File: config.mk
export PLATFORM = sky130hd
export DESIGN_NAME = lp_mem_power_ctrl
export DESIGN_NICKNAME = d
export VERILOG_FILES = /design/src/include/lp_mem_pkg.sv /design/src/rtl/lp_mem_power_ctrl.sv
export SDC_FILE = /design/constraint.sdc
export NUM_CORES = 1
export LEC_CHECK = 0
export BUFFER_PORTS_ARGS = -buffer_cell sky130_fd_sc_hd__buf_2
export CORE_ASPECT_RATIO = 0.8
export CORE_UTILIZATION = 48
export CTS_CLUSTER_DIAMETER = 80
export DETAILED_ROUTE_END_ITERATION = 8
export GPL_ROUTABILITY_DRIVEN = 0
export HOLD_SLACK_MARGIN = 0.06
export PLACE_DENSITY_LB_ADDON = 0.15
export RECOVER_POWER = 50
export SYNTH_ARGS = -nofsm -noshare
export SYNTH_HDL_FRONTEND = slang
export SYNTH_SLANG_ARGS = --single-unit
File: constraint.sdc
create_clock -name i_clock -period 2.9 [get_ports i_clock]
set_clock_uncertainty 0.2 [all_clocks]
set_input_delay 0.58 -clock i_clock [delete_from_list [all_inputs] [get_ports i_clock]]
set_output_delay 0.58 -clock i_clock [all_outputs]
set_load 0.005 [all_outputs]
File: src/include/lp_mem_pkg.sv
`default_nettype none

package lp_mem_pkg;

    localparam int ADDR_W = 13;

    // Command pins, packed as {cs_n, ras_n, cas_n, we_n}
    localparam logic [3:0] CMD_NOP    = 4'h7;
    localparam logic [3:0] CMD_ACT    = 4'h3;
    localparam logic [3:0] CMD_READ   = 4'h5;
    localparam logic [3:0] CMD_WRITE  = 4'h4;
    localparam logic [3:0] CMD_BSTOP  = 4'h6;
    localparam logic [3:0] CMD_PRE    = 4'h2;
    localparam logic [3:0] CMD_AREF   = 4'h1;
    localparam logic [3:0] CMD_LOAD   = 4'h0;

    // Bit of the address that turns a precharge into a precharge-all
    localparam int PRE_ALL_BIT = 10;

    // Standard configuration register fields
    localparam int BLEN_LSB  = 0;
    localparam int BLEN_W    = 3;
    localparam int BTYPE_BIT = 3;
    localparam int RLAT_LSB  = 4;
    localparam int RLAT_W    = 3;
    localparam logic [ADDR_W-1:0] CFG_RESET = 13'h0032;
    localparam logic [ADDR_W-1:0] EXT_RESET = 13'h0000;

    localparam logic [BLEN_W-1:0] BLEN_2  = 3'h1;
    localparam logic [BLEN_W-1:0] BLEN_16 = 3'h4;
    localparam logic [RLAT_W-1:0] RLAT_2  = 3'h2;
    localparam logic [RLAT_W-1:0] RLAT_3  = 3'h3;

    localparam logic [1:0] REFRESH_NEEDED = 2'h2;

    // APB map (byte addresses)
    localparam logic [7:0] REG_STATUS = 8'h00;
    localparam logic [7:0] REG_CFG    = 8'h04;
    localparam logic [7:0] REG_EXT    = 8'h08;
    localparam logic [7:0] REG_WRAP   = 8'h0C;
    localparam logic [7:0] REG_COLOUT = 8'h10;

    // Wrap register: start column in [12:0], beat index in [19:16]
    localparam int WRAP_BEAT_LSB = 16;
    localparam int WRAP_BEAT_W   = 4;

    // Status register layout
    localparam int ST_PWR_LSB  = 0;
    localparam int ST_INIT_BIT = 4;
    localparam int ST_BANK_LSB = 8;
    localparam int ST_CKE_BIT  = 12;

    typedef enum logic [2:0] {
        PWR_NORMAL, PWR_ACTIVE_PD, PWR_PRECHARGE_PD,
        PWR_SELF_REFRESH, PWR_DEEP_SLEEP
    } power_state_e;

endpackage : lp_mem_pkg

`default_nettype wire

File: src/rtl/lp_mem_power_ctrl.sv
// Operation
// - Clock enable low twice holds state; low-to-high with NOP exits.
// - High-to-low clock enable picks power-down, self refresh or deep sleep.
// - After full initialization every valid command is accepted.
// - Config load with both bank selects zero writes standard register.
// - Standard register kept until reprogrammed or deep sleep entered.
// - Reprogramming the configuration never changes stored array data.
// - Burst lengths 2, 4, 8, 16 for sequential and interleaved.
// - Burst wraps inside an aligned column block of burst length.
// - One programmed burst length serves reads and writes.
// - Read latency programmable to 2 or 3 cycles.
// - Burst order sequential or interleaved from the standard register.
// - Config load with bank_sel_lo zero, bank_sel_hi one writes extended.
// - NOP is chip select low, three strobes high; continues operations.
//
// The register addresses and the APB interface to the registers were chosen for this implementation.
`timescale 1ns/1ps
`default_nettype none

module lp_mem_power_ctrl
(
    input  wire logic                         i_clock,
    input  wire logic                         i_rst,
    input  wire logic                         i_mem_clk,
    input  wire logic                         i_cke,
    input  wire logic                         i_cs_n,
    input  wire logic                         i_ras_n,
    input  wire logic                         i_cas_n,
    input  wire logic                         i_we_n,
    input  wire logic                         i_bank_sel_lo,
    input  wire logic                         i_bank_sel_hi,
    input  wire logic [lp_mem_pkg::ADDR_W-1:0] i_addr,
    input  wire logic                         psel,
    input  wire logic                         penable,
    input  wire logic                         pwrite,
    input  wire logic [7:0]                   paddr,
    input  wire logic [31:0]                  pwdata,
    output logic      [31:0]                  prdata,
    output logic                              pready,
    output logic                              pslverr,
    output logic                              o_initialized,
    output logic      [2:0]                   o_power_state,
    output logic      [2:0]                   o_read_latency
);

    // Memory clock, clock enable, four strobes, two bank selects, address
    localparam int PW = 8 + lp_mem_pkg::ADDR_W;
    localparam int AW = lp_mem_pkg::ADDR_W;

    ////////////////////////////////////////////////////////////////////////
    // Pin synchronisers and link clock edge detect
    logic [PW-1:0] pins_meta;
    logic [PW-1:0] pins_sync;
    logic          clk_prev;

    always_ff @(posedge i_clock)
    begin
        pins_meta <= {i_mem_clk, i_cke, i_cs_n, i_ras_n, i_cas_n, i_we_n,
                      i_bank_sel_hi, i_bank_sel_lo, i_addr};
        pins_sync <= pins_meta;
    end

    // No reset: following the pin through reset avoids a false edge after it
    always_ff @(posedge i_clock)
    begin
        clk_prev <= pins_sync[PW-1];
    end

    logic          edge_now;
    logic          cke_now;
    logic [3:0]    cmd;
    logic          bsel_hi;
    logic          bsel_lo;
    logic [AW-1:0] addr;
    logic          nop_like;

    assign edge_now = pins_sync[PW-1] & ~clk_prev;
    assign cke_now  = pins_sync[PW-2];
    assign bsel_hi  = pins_sync[AW+1];
    assign bsel_lo  = pins_sync[AW];
    assign addr     = pins_sync[AW-1:0];
    // Deselect reads as NOP whatever the strobes do
    assign cmd      = pins_sync[PW-3] ? lp_mem_pkg::CMD_NOP
                                      : pins_sync[PW-3 -: 4];
    assign nop_like = (cmd == lp_mem_pkg::CMD_NOP);

    ////////////////////////////////////////////////////////////////////////
    // Clock enable history
    logic cke_prev;

    always_ff @(posedge i_clock)
    begin
        if (i_rst)
            cke_prev <= 1'b1;
        else if (edge_now)
            cke_prev <= cke_now;
    end

    ////////////////////////////////////////////////////////////////////////
    // Bank tracking; commands only act while clock enable stays high
    logic [3:0] bank_open;
    logic       cmd_live;
    logic [1:0] bank_idx;
    lp_mem_pkg::power_state_e pwr;

    assign cmd_live = edge_now & cke_prev & cke_now
                    & (pwr == lp_mem_pkg::PWR_NORMAL);
    assign bank_idx = {bsel_hi, bsel_lo};

    always_ff @(posedge i_clock)
    begin
        if (i_rst)
            bank_open <= 4'h0;
        else if (pwr == lp_mem_pkg::PWR_DEEP_SLEEP)
            bank_open <= 4'h0;
        else if (cmd_live && cmd == lp_mem_pkg::CMD_ACT)
            bank_open[bank_idx] <= 1'b1;
        else if (cmd_live && cmd == lp_mem_pkg::CMD_PRE)
        begin
            if (addr[lp_mem_pkg::PRE_ALL_BIT])
                bank_open <= 4'h0;
            else
                bank_open[bank_idx] <= 1'b0;
        end
    end

    ////////////////////////////////////////////////////////////////////////
    // Power state
    always_ff @(posedge i_clock)
    begin
        if (i_rst)
            pwr <= lp_mem_pkg::PWR_NORMAL;
        else if (edge_now)
        begin
            case (pwr)
                lp_mem_pkg::PWR_NORMAL:
                    if (cke_prev && !cke_now)
                    begin
                        if (bank_open != 4'h0)
                        begin
                            if (nop_like)
                                pwr <= lp_mem_pkg::PWR_ACTIVE_PD;
                        end
                        else if (nop_like)
                            pwr <= lp_mem_pkg::PWR_PRECHARGE_PD;
                        else if (cmd == lp_mem_pkg::CMD_AREF)
                            pwr <= lp_mem_pkg::PWR_SELF_REFRESH;
                        else if (cmd == lp_mem_pkg::CMD_BSTOP)
                            pwr <= lp_mem_pkg::PWR_DEEP_SLEEP;
                    end
                default:
                    // Low on both edges holds; rising with NOP leaves
                    if (!cke_prev && cke_now && nop_like)
                        pwr <= lp_mem_pkg::PWR_NORMAL;
            endcase
        end
    end

    ////////////////////////////////////////////////////////////////////////
    // Initialization progress; deep sleep throws it all away
    logic       seen_pre_all;
    logic [1:0] refresh_cnt;
    logic       std_loaded;
    logic       ext_loaded;
    logic       is_load;

    assign is_load = cmd_live && cmd == lp_mem_pkg::CMD_LOAD;

    always_ff @(posedge i_clock)
    begin
        if (i_rst || pwr == lp_mem_pkg::PWR_DEEP_SLEEP)
        begin
            seen_pre_all <= 1'b0;
            refresh_cnt  <= 2'h0;
            std_loaded   <= 1'b0;
            ext_loaded   <= 1'b0;
        end
        else if (cmd_live)
        begin
            if (cmd == lp_mem_pkg::CMD_PRE
                && addr[lp_mem_pkg::PRE_ALL_BIT])
                seen_pre_all <= 1'b1;
            if (cmd == lp_mem_pkg::CMD_AREF && seen_pre_all
                && refresh_cnt != lp_mem_pkg::REFRESH_NEEDED)
                refresh_cnt <= refresh_cnt + 2'h1;
            if (is_load && !bsel_lo && !bsel_hi)
                std_loaded <= 1'b1;
            if (is_load && !bsel_lo && bsel_hi)
                ext_loaded <= 1'b1;
        end
    end

    assign o_initialized = seen_pre_all && std_loaded && ext_loaded
        && refresh_cnt == lp_mem_pkg::REFRESH_NEEDED;

    ////////////////////////////////////////////////////////////////////////
    // Configuration registers; only the register file changes, never data
    logic [AW-1:0] cfg;
    logic [AW-1:0] ext_cfg;

    always_ff @(posedge i_clock)
    begin
        if (i_rst || pwr == lp_mem_pkg::PWR_DEEP_SLEEP)
            cfg <= lp_mem_pkg::CFG_RESET;
        else if (is_load && !bsel_lo && !bsel_hi)
            cfg <= addr;
    end

    always_ff @(posedge i_clock)
    begin
        if (i_rst || pwr == lp_mem_pkg::PWR_DEEP_SLEEP)
            ext_cfg <= lp_mem_pkg::EXT_RESET;
        else if (is_load && !bsel_lo && bsel_hi)
            ext_cfg <= addr;
    end

    logic [2:0] blen_code;
    logic       interleave;

    assign blen_code  = cfg[lp_mem_pkg::BLEN_LSB +: lp_mem_pkg::BLEN_W];
    assign interleave = cfg[lp_mem_pkg::BTYPE_BIT];

    always_ff @(posedge i_clock)
    begin
        if (i_rst)
            o_read_latency <= lp_mem_pkg::RLAT_3;
        else
            o_read_latency <=
                cfg[lp_mem_pkg::RLAT_LSB +: lp_mem_pkg::RLAT_W];
    end

    always_ff @(posedge i_clock)
    begin
        if (i_rst)
            o_power_state <= 3'h0;
        else
            o_power_state <= 3'(pwr);
    end

    ////////////////////////////////////////////////////////////////////////
    // Burst wrap column generator, shared by reads and writes
    logic [AW-1:0] wrap_start;
    logic [3:0]    wrap_beat;
    logic [AW-1:0] wrap_mask;
    logic [AW-1:0] wrap_col;

    always_comb
    begin
        // Reserved lengths fall back to no wrap offset at all
        if (blen_code >= lp_mem_pkg::BLEN_2
            && blen_code <= lp_mem_pkg::BLEN_16)
            wrap_mask = AW'((13'h0001 << blen_code) - 13'h0001);
        else
            wrap_mask = 13'h0000;
        if (interleave)
            wrap_col = (wrap_start & ~wrap_mask)
                     | ((wrap_start ^ AW'(wrap_beat)) & wrap_mask);
        else
            wrap_col = (wrap_start & ~wrap_mask)
                     | ((wrap_start + AW'(wrap_beat)) & wrap_mask);
    end

    ////////////////////////////////////////////////////////////////////////
    // APB slave, zero wait states
    logic access;
    logic mapped;

    assign access = psel & penable;
    assign pready = 1'b1;
    assign mapped = paddr == lp_mem_pkg::REG_STATUS
                 || paddr == lp_mem_pkg::REG_CFG
                 || paddr == lp_mem_pkg::REG_EXT
                 || paddr == lp_mem_pkg::REG_WRAP
                 || paddr == lp_mem_pkg::REG_COLOUT;
    assign pslverr = access & ~mapped;

    always_ff @(posedge i_clock)
    begin
        if (i_rst)
        begin
            wrap_start <= 13'h0000;
            wrap_beat  <= 4'h0;
        end
        else if (access && pwrite && paddr == lp_mem_pkg::REG_WRAP)
        begin
            wrap_start <= pwdata[AW-1:0];
            wrap_beat  <=
                pwdata[lp_mem_pkg::WRAP_BEAT_LSB +: lp_mem_pkg::WRAP_BEAT_W];
        end
    end

    always_comb
    begin
        prdata = 32'h00000000;
        if (psel && !pwrite)
        begin
            case (paddr)
                lp_mem_pkg::REG_STATUS:
                begin
                    prdata[lp_mem_pkg::ST_PWR_LSB +: 3] = 3'(pwr);
                    prdata[lp_mem_pkg::ST_INIT_BIT]     = o_initialized;
                    prdata[lp_mem_pkg::ST_BANK_LSB +: 4] = bank_open;
                    prdata[lp_mem_pkg::ST_CKE_BIT]      = cke_prev;
                end
                lp_mem_pkg::REG_CFG:    prdata[AW-1:0] = cfg;
                lp_mem_pkg::REG_EXT:    prdata[AW-1:0] = ext_cfg;
                lp_mem_pkg::REG_WRAP:
                begin
                    prdata[AW-1:0] = wrap_start;
                    prdata[lp_mem_pkg::WRAP_BEAT_LSB +: 4] = wrap_beat;
                end
                lp_mem_pkg::REG_COLOUT: prdata[AW-1:0] = wrap_col;
                default:                prdata = 32'h00000000;
            endcase
        end
    end

endmodule : lp_mem_power_ctrl

`default_nettype wire

==> impl_metrics.prom, run 1 <==
# TYPE chip_impl_metric gauge
chip_impl_info{name="criticalPathCategory",value="register to primary output"} 1
chip_impl_metric{name="antenna_found_initial",unit=""} 0
chip_impl_metric{name="min_period_over_period",unit="%"} 115
chip_impl_metric{name="timing.critical_path.slowest_cell_delay",unit="ns"} 0.40
chip_impl_metric{name="required",unit="ns"} 2.12
chip_impl_metric{name="routedWlPerCell",unit="µm"} 14.4
chip_impl_metric{name="power_switching_share",unit="%"} 21.3
chip_impl_metric{name="number_of_hold_slack_violations_in_the_final_timing_report",unit=""} 0
chip_impl_info{name="rsz0062_at_grt",value="true"} 1
chip_impl_metric{name="timing_worst_slew_pin_value",unit="ns"} 1.23
chip_impl_info{name="timing.critical_path.slowest_stage_cell",value="sky130_fd_sc_hd__a2111o_1"} 1
chip_impl_info{name="synth_most_common_cell",value="sky130_fd_sc_hd__dfxtp_1"} 1
chip_impl_metric{name="synth.avg_cell_area",unit="µm²"} 9.51
chip_impl_metric{name="post-synth-top-area-fraction",unit="%"} 46.6
chip_impl_metric{name="portion_of_the_post_synthesis_area_used_by_sequential_elements",unit="%"} 46.6
chip_impl_metric{name="ys_types",unit=""} 57
chip_impl_metric{name="antenna_cells_inserted",unit=""} 0
chip_impl_metric{name="clock_buffers_created_by_tritoncts",unit=""} 9
chip_impl_metric{name="max-cap-violations",unit=""} 0
chip_impl_metric{name="drt_pre_antenna_iters",unit=""} 4
chip_impl_metric{name="h-tree-depth",unit=""} 3
chip_impl_metric{name="grt_pass1_vias",unit=""} 3106
chip_impl_metric{name="drv_slew",unit=""} 0
chip_impl_metric{name="cts_hold_buffers",unit=""} 0
chip_impl_metric{name="worst_ir_drop_vdd",unit="mV"} 0.397
chip_impl_info{name="crit_path_end_kind",value="primary output"} 1
chip_impl_metric{name="post_layout_utilization_of_the_core",unit="%"} 60.8
chip_impl_metric{name="post_route_total_power",unit="mW"} 2.83
chip_impl_metric{name="clock_insertion_delay_worst_skew",unit="ns"} 0.34
chip_impl_metric{name="syn_area",unit="µm²"} 4510
chip_impl_metric{name="dp_hpwl",unit="mm"} 7.12
chip_impl_metric{name="cts_num_sinks",unit=""} 105
chip_impl_metric{name="io_port_bufs",unit=""} 75
chip_impl_metric{name="power-per-cell-area",unit="nW/µm²"} 513
chip_impl_metric{name="placement_rows",unit=""} 31
chip_impl_metric{name="worst_setup_slack_after_layout",unit="ns"} -0.449
chip_impl_info{name="netlist_top_cells_area",value="sky130_fd_sc_hd__dfxtp_1 47%, sky130_fd_sc_hd__mux2i_1 5.5%, sky130_fd_sc_hd__nand2_1 3.9%"} 1
chip_impl_info{name="cts-root-buf",value="sky130_fd_sc_hd__clkbuf_16"} 1
chip_impl_metric{name="p_int",unit="mW"} 2.23
chip_impl_metric{name="initial_core_util",unit="%"} 49.7
chip_impl_metric{name="grtUsageTotal",unit="%"} 21.3
chip_impl_metric{name="pwr-share-seq",unit="%"} 52.8
chip_impl_info{name="path_cells",value="ha_4, inv_2, fa_2, nand2b_4, a2111o_1, buf_6, o31a_1, o21ai_2, a21oi_2, buf_2"} 1
chip_impl_metric{name="fmax",unit="MHz"} 299
chip_impl_metric{name="route.detailed.vias_per_inst",unit=""} 5.28
chip_impl_metric{name="grt_remaining_overflow",unit=""} 0
chip_impl_metric{name="critical_path.max_fanout",unit=""} 7
chip_impl_info{name="crit_path_start_kind",value="register"} 1
chip_impl_metric{name="dr_total_vias",unit=""} 3604
chip_impl_metric{name="first_iter_violations",unit=""} 182
chip_impl_metric{name="finalWorstPathRequiredPeriod",unit="ns"} 3.35
chip_impl_metric{name="die-area",unit="µm²"} 9790
chip_impl_metric{name="finalSetupViolations",unit=""} 5
chip_impl_info{name="yosys_most_used_dff",value="sky130_fd_sc_hd__dfxtp_1"} 1
chip_impl_metric{name="ioPinCount",unit=""} 107
chip_impl_metric{name="cp.arrival",unit="ns"} 2.57
chip_impl_metric{name="die_extent_in_x",unit="µm"} 110
chip_impl_metric{name="pin_count_of_the_biggest_net_entering_global_routing",unit=""} 50
chip_impl_metric{name="synth-edff-count",unit=""} 0
chip_impl_metric{name="slew_headroom",unit="%"} 18.3
chip_impl_metric{name="drive_gt1_share",unit="%"} 32.6
chip_impl_metric{name="ant_nets",unit=""} 0
chip_impl_metric{name="power.static_leakage",unit="nW"} 2.20
chip_impl_metric{name="synthesis_to_finish_area_growth",unit="%"} 22.4
chip_impl_info{name="outcome",value="finished, violations left"} 1
chip_impl_metric{name="grt_pass1_wl",unit="mm"} 15.6
chip_impl_metric{name="timing.setup.tns",unit="ns"} -1.96
chip_impl_metric{name="p_switching",unit="µW"} 603
chip_impl_metric{name="number_of_synthesized_register_bits",unit=""} 105
chip_impl_metric{name="layout.nets",unit=""} 635
chip_impl_info{name="tritoncts",value="yes"} 1
chip_impl_info{name="failed_checks",value="negative setup slack"} 1
chip_impl_metric{name="core_region_area",unit="µm²"} 9080
chip_impl_metric{name="syn_inst",unit=""} 474
chip_impl_metric{name="clock_tree.buffer_depth",unit=""} 2
chip_impl_metric{name="clock_power_share",unit="%"} 42.3
chip_impl_metric{name="clkSlewWorstSetupHoldPaths",unit="ns"} 0.07
chip_impl_metric{name="finalHoldWorstSlack",unit="ns"} 0.125
chip_impl_metric{name="proportion_of_register_bits_with_asynchronous_set_or_reset_after_synthesis",unit="%"} 0
chip_impl_metric{name="die_h",unit="µm"} 88.7
chip_impl_metric{name="route.detailed.drc",unit=""} 0
chip_impl_info{name="biggest_area_consumer_among_synthesized_cells",value="sky130_fd_sc_hd__dfxtp_1"} 1
chip_impl_metric{name="ys.warnings.count",unit=""} 0
chip_impl_info{name="worst_hold_path_type",value="register to register"} 1
chip_impl_info{name="synth_top_cells_by_count",value="105 x sky130_fd_sc_hd__dfxtp_1, 47 x sky130_fd_sc_hd__nand2_1, 45 x sky130_fd_sc_hd__nor2_1, 29 x sky130_fd_sc_hd__o21ai_0, 25 x sky130_fd_sc_hd__mux2i_1"} 1
chip_impl_metric{name="comb_power_share",unit="%"} 4.9
chip_impl_metric{name="total_wirelength_of_the_detailed_routed_design",unit="mm"} 9.82
==> cells by family (layout without fill, tap and decap cells) <==
kind of cell	count (synthesis)	count (layout)	share of synthesized area, %
other cells	2	16	0.167
mux	34	34	9.30
xor+xnor	3	3	0.583
buf+inv	52	131	6.33
fa+ha+maj	7	7	2.11
simple gates	185	185	22.3
flops	105	105	46.6
compound gates	86	86	12.6
==> registers in the layout, summed over array words and instances (netlist names) <==
name and flops:
cke_prev 1, wrap_beat 4, cfg 13, ext_loaded 1, seen_pre_all 1, ext_cfg 13, o_read_latency 3, std_loaded 1
wrap_start 13, pins_sync 21, o_power_state 3, clk_prev 1, bank_open 4, pins_meta 21, refresh_cnt 2, pwr 3
==> worst paths after layout <==
kind / startpoint / to / slack (ns) / cells past startpoint
setup reg to reg: cke_prev$_SDFFE_PP1P_ / cfg[5]$_SDFFE_PP1P_ / 0.07 / 6
hold / removal: pins_meta[13]$_DFF_P_ / pins_sync[13]$_DFF_P_ / 0.12 / 0
setup / recovery: wrap_start[0]$_SDFFE_PP0P_ / prdata[12] / -0.45 / 10
hold reg to reg: pins_meta[13]$_DFF_P_ / pins_sync[13]$_DFF_P_ / 0.12 / 0
==> power groups by stage <==
stage | Clock, mW | Combinational, mW | Sequential, mW
after floorplan | 0 | 0.0991 | 1.52
after global routing | 1.30 | 0.156 | 1.50
final | 1.20 | 0.139 | 1.50
after detailed placement | 0 | 0.138 | 1.53
after CTS | 1.23 | 0.139 | 1.50
after global placement | 0 | 0.136 | 1.53
==> metal layers <==
layer | part of all wire [%] | GRT usage (%)
met1 | 50 | 31.1
met2 | 41 | 29.3
met3 | 6.4 | 4.93
met4 | 2.2 | 10.0
met5 | 0 | 0
==> area by class of cell <==
type | count | area, µm²
Fill cell | 766 | 3560
Multi-Input combinational cell | 331 | 2330
Sequential cell | 105 | 2110
Timing Repair Buffer | 104 | 593
Clock buffer | 12 | 246
Tap cell | 115 | 144
Clock inverter | 4 | 52.6
Inverter | 11 | 41.3
==> critical path, delay by kind of cell (launching register included) <==
| kind | cells | cell delay (ns) |
|---|---|---|
| compound gates | 4 | 0.92 |
| fa+ha+maj | 2 | 0.47 |
| buf+inv | 3 | 0.32 |
| flops | 1 | 0.36 |
| simple gates | 1 | 0.14 |
==> what timing repair did <==
action,4_1_cts,5_1_grt
pin swaps,19,9
gates cloned,0,0
setup endpoints to repair,8,16
buffers inserted,1,2
resized for setup,26,19
==> per-stage QoR <==
| stage | area, µm² | cells | setup WS [ns] |
|---|---|---|---|
| 2_1_floorplan | 4560 | 488 | 0.0204 |
| 3_3_place_gp | 5050 | 663 | -0.169 |
| 3_5_place_dp | 5050 | 663 | -0.246 |
| 4_1_cts | 5460 | 680 | -0.456 |
| 5_1_grt | 5520 | 682 | -0.537 |
| 6_report | 5520 | 682 | -0.449 |
==> layout by cell type, fill, tap and decap left out, drive strengths merged, types with 3 or more instances in the layout <==
| master | n |
|---|---|
| or3b | 3 |
| or3 | 4 |
| nand3 | 28 |
| nand2 | 47 |
| a22o | 4 |
| nand2b | 10 |
| o32ai | 4 |
| buf | 99 |
| conb | 16 |
| nor2 | 45 |
| o21ai | 39 |
| a22oi | 4 |
| clkbuf | 17 |
| or2 | 5 |
| mux4 | 6 |
| inv | 11 |
| clkinv | 3 |
| nor3 | 8 |
| nor4 | 7 |
| dfxtp | 105 |
| mux2i | 25 |
| and3b | 3 |
| and2 | 5 |
| ha | 6 |
| nor3b | 4 |
| nor2b | 6 |
| mux2 | 3 |
| a21oi | 18 |
Power figures use the tool's default switching activity.
==> run 2: changes to the inputs <==
- CORE_MARGIN: not set -> 2
- CORE_UTILIZATION: 48 -> 49
- clock period: 2.9 -> 3.3 ns (I/O delays scaled with it)
==> impl_metrics.prom, run 2 (synthesized netlist as in run 1, its figures left out) <==
# TYPE chip_impl_metric gauge
chip_impl_info{name="top_flop_regs",value="pins_meta: 21 flops, pins_sync: 21 flops"} 1
chip_impl_info{name="failed_checks",value="negative setup slack"} 1
chip_impl_metric{name="total_wirelength_of_the_detailed_routed_design",unit="mm"} 9.89
chip_impl_info{name="worst_hold_path_type",value="register to register"} 1
chip_impl_metric{name="cts_num_sinks",unit=""} 105
chip_impl_metric{name="drv_slew",unit=""} 0
chip_impl_metric{name="fillCellCount",unit=""} 803
chip_impl_metric{name="finalWorstPathRequiredPeriod",unit="ns"} 3.38
chip_impl_metric{name="power.static_leakage",unit="nW"} 2.15
chip_impl_metric{name="setup_slack_at_placement",unit="ns"} 0.00968
chip_impl_info{name="mostFrequentLayoutCell",value="sky130_fd_sc_hd__dfxtp_1"} 1
chip_impl_info{name="routed.top_layer",value="met4"} 1
chip_impl_metric{name="fmax",unit="MHz"} 295
chip_impl_metric{name="critical_path.max_fanout",unit=""} 3
chip_impl_metric{name="placement.cell_area",unit="µm²"} 4980
chip_impl_metric{name="routedWlPerCell",unit="µm"} 14.7
chip_impl_metric{name="ant_nets",unit=""} 0
chip_impl_info{name="crit_path_start_kind",value="register"} 1
chip_impl_metric{name="min_period_over_period",unit="%"} 103
chip_impl_metric{name="initial_core_util",unit="%"} 50.1
chip_impl_metric{name="max-cap-violations",unit=""} 0
chip_impl_metric{name="number_of_hold_slack_violations_in_the_final_timing_report",unit=""} 0
chip_impl_info{name="tritoncts",value="yes"} 1
chip_impl_metric{name="detail_route.wirelength.met1",unit="mm"} 4.77
chip_impl_metric{name="grt_pass1_vias",unit=""} 3286
chip_impl_metric{name="required",unit="ns"} 2.44
chip_impl_metric{name="timing.setup.tns",unit="ns"} -0.387
chip_impl_metric{name="clock_buffers_created_by_tritoncts",unit=""} 9
chip_impl_metric{name="clock_insertion_delay_worst_skew",unit="ns"} 0.35
chip_impl_metric{name="slew_headroom",unit="%"} 15.8
chip_impl_info{name="rsz0062_at_grt",value="true"} 1
chip_impl_metric{name="route.met3.wl",unit="µm"} 747
chip_impl_metric{name="placement_rows",unit=""} 31
chip_impl_metric{name="grt_remaining_overflow",unit=""} 0
chip_impl_metric{name="timing_worst_slew_pin_value",unit="ns"} 1.26
chip_impl_metric{name="power-per-cell-area",unit="nW/µm²"} 467
chip_impl_metric{name="grt_pass1_wl",unit="mm"} 16.3
chip_impl_metric{name="antenna_found_initial",unit=""} 0
chip_impl_metric{name="die_h",unit="µm"} 89.8
chip_impl_metric{name="ioPinCount",unit=""} 107
chip_impl_metric{name="route.detailed.drc",unit=""} 0
chip_impl_metric{name="dr_total_vias",unit=""} 3556
chip_impl_metric{name="route.detailed.vias_per_inst",unit=""} 5.30
chip_impl_metric{name="cp.arrival",unit="ns"} 2.52
chip_impl_metric{name="clock_tree.buffer_depth",unit=""} 2
chip_impl_metric{name="core_region_area",unit="µm²"} 9000
chip_impl_metric{name="h-tree-depth",unit=""} 3
chip_impl_metric{name="dp_hpwl",unit="mm"} 7.18
chip_impl_metric{name="die_extent_in_x",unit="µm"} 111
chip_impl_metric{name="die-area",unit="µm²"} 9990
chip_impl_metric{name="wl_met2",unit="mm"} 4.09
chip_impl_info{name="criticalPathCategory",value="register to primary output"} 1
chip_impl_metric{name="layout.nets",unit=""} 625
chip_impl_metric{name="first_iter_violations",unit=""} 254
chip_impl_info{name="final_cell_mix",value="101 x sky130_fd_sc_hd__dfxtp_1, 71 x sky130_fd_sc_hd__buf_2, 47 x sky130_fd_sc_hd__nand2_1"} 1
chip_impl_metric{name="synthesis_to_finish_area_growth",unit="%"} 19.0
chip_impl_metric{name="post-route-cell-area",unit="µm²"} 5360
chip_impl_info{name="cts-root-buf",value="sky130_fd_sc_hd__clkbuf_16"} 1
chip_impl_metric{name="antenna_cells_inserted",unit=""} 0
chip_impl_metric{name="clkSlewWorstSetupHoldPaths",unit="ns"} 0.07
chip_impl_info{name="crit_path_end_kind",value="primary output"} 1
chip_impl_metric{name="drt_pre_antenna_iters",unit=""} 4
chip_impl_metric{name="worst_setup_slack_after_layout",unit="ns"} -0.0847
chip_impl_metric{name="cts_hold_buffers",unit=""} 0
chip_impl_metric{name="drive_gt1_share",unit="%"} 29.5
chip_impl_metric{name="finalSetupViolations",unit=""} 5
chip_impl_metric{name="grtUsageTotal",unit="%"} 20.6
chip_impl_metric{name="final_std_cells_w_o_fill",unit=""} 671
chip_impl_metric{name="worst_ir_drop_vdd",unit="mV"} 0.401
chip_impl_metric{name="io_port_bufs",unit=""} 75
chip_impl_info{name="outcome",value="finished, violations left"} 1
chip_impl_metric{name="pin_count_of_the_biggest_net_entering_global_routing",unit=""} 50
chip_impl_metric{name="dpl.cell_count",unit=""} 654
==> run 2: cell types whose count changed in the layout (fill, tap and decap cells not counted), moves of 3 or more <==
cell | before | now
sky130_fd_sc_hd__buf_4 | 27 | 17
sky130_fd_sc_hd__clkbuf_1 | 7 | 4
sky130_fd_sc_hd__a21oi_2 | 7 | 2
sky130_fd_sc_hd__a21oi_1 | 10 | 14
==> run 2: final timing paths <==
kind,from,to,slack (ns),cells after the start
max,wrap_beat[0]$_SDFFE_PP0P_,prdata[4],-0.08,9
min,pins_meta[12]$_DFF_P_,pins_sync[12]$_DFF_P_,0.13,0
max reg2reg,pwr[2]$_SDFFE_PP0P_,cfg[5]$_SDFFE_PP1P_,0.54,6
min reg2reg,pins_meta[12]$_DFF_P_,pins_sync[12]$_DFF_P_,0.13,0
==> run 2: worst max-delay path, stage by stage, from the launching register on <==
cell and delay, ns:
sky130_fd_sc_hd__dfxtp_2 0.35, sky130_fd_sc_hd__ha_4 0.14, sky130_fd_sc_hd__inv_2 0.04, sky130_fd_sc_hd__fa_2 0.35
sky130_fd_sc_hd__nand2b_4 0.14, sky130_fd_sc_hd__a2111o_1 0.41, sky130_fd_sc_hd__nor2_2 0.14, sky130_fd_sc_hd__mux2_4 0.33
sky130_fd_sc_hd__a21oi_4 0.14, sky130_fd_sc_hd__buf_2 0.13
==> run 2: power by group <==
group / leakage, nW / switching, mW / internal, mW
clock network: 0.142 / 0.462 / 0.609
registers: 0.864 / 0.0198 / 1.30
logic: 1.15 / 0.0673 / 0.0491
total: 2.15 / 0.549 / 1.96
==> run 2: through the flow <==
stage | utilization, % | hold slack, ns | power, mW
after floorplan | - | 0.110 | 1.43
after global placement | 55.4 | 0.110 | 1.46
after detailed placement | 55.4 | 0.112 | 1.46
after CTS | 59.5 | 0.127 | 2.54
final | 59.6 | 0.127 | 2.51
after global routing | 59.6 | 0.133 | 2.62
==> run 2: area by class of cell <==
class	count	area (µm²)	share of cell area, %
clock inverters	5	62.6	1.17
repair buffers	94	514	9.59
inverters	11	41.3	0.770
clock buffers	10	239	4.46
multi-input cells	331	2260	42.1
flip-flops and latches	105	2110	39.3
well taps	115	144	2.68
==> run 2: layer usage <==
metal,track usage (%),vias to the layer above
met5,0,-
met4,8.02,0
met3,5.60,22
met2,29.4,139
met1,29.6,1604
li1,-,1791
==> run 2: what timing repair did <==
item / 4_1_cts / 5_1_grt
pin swaps: 16 / 1
setup buffers: 1 / 1
setup endpoints to repair: 5 / 8
endpoints found under the hold margin: 0 / 0
resized for setup: 18 / 8
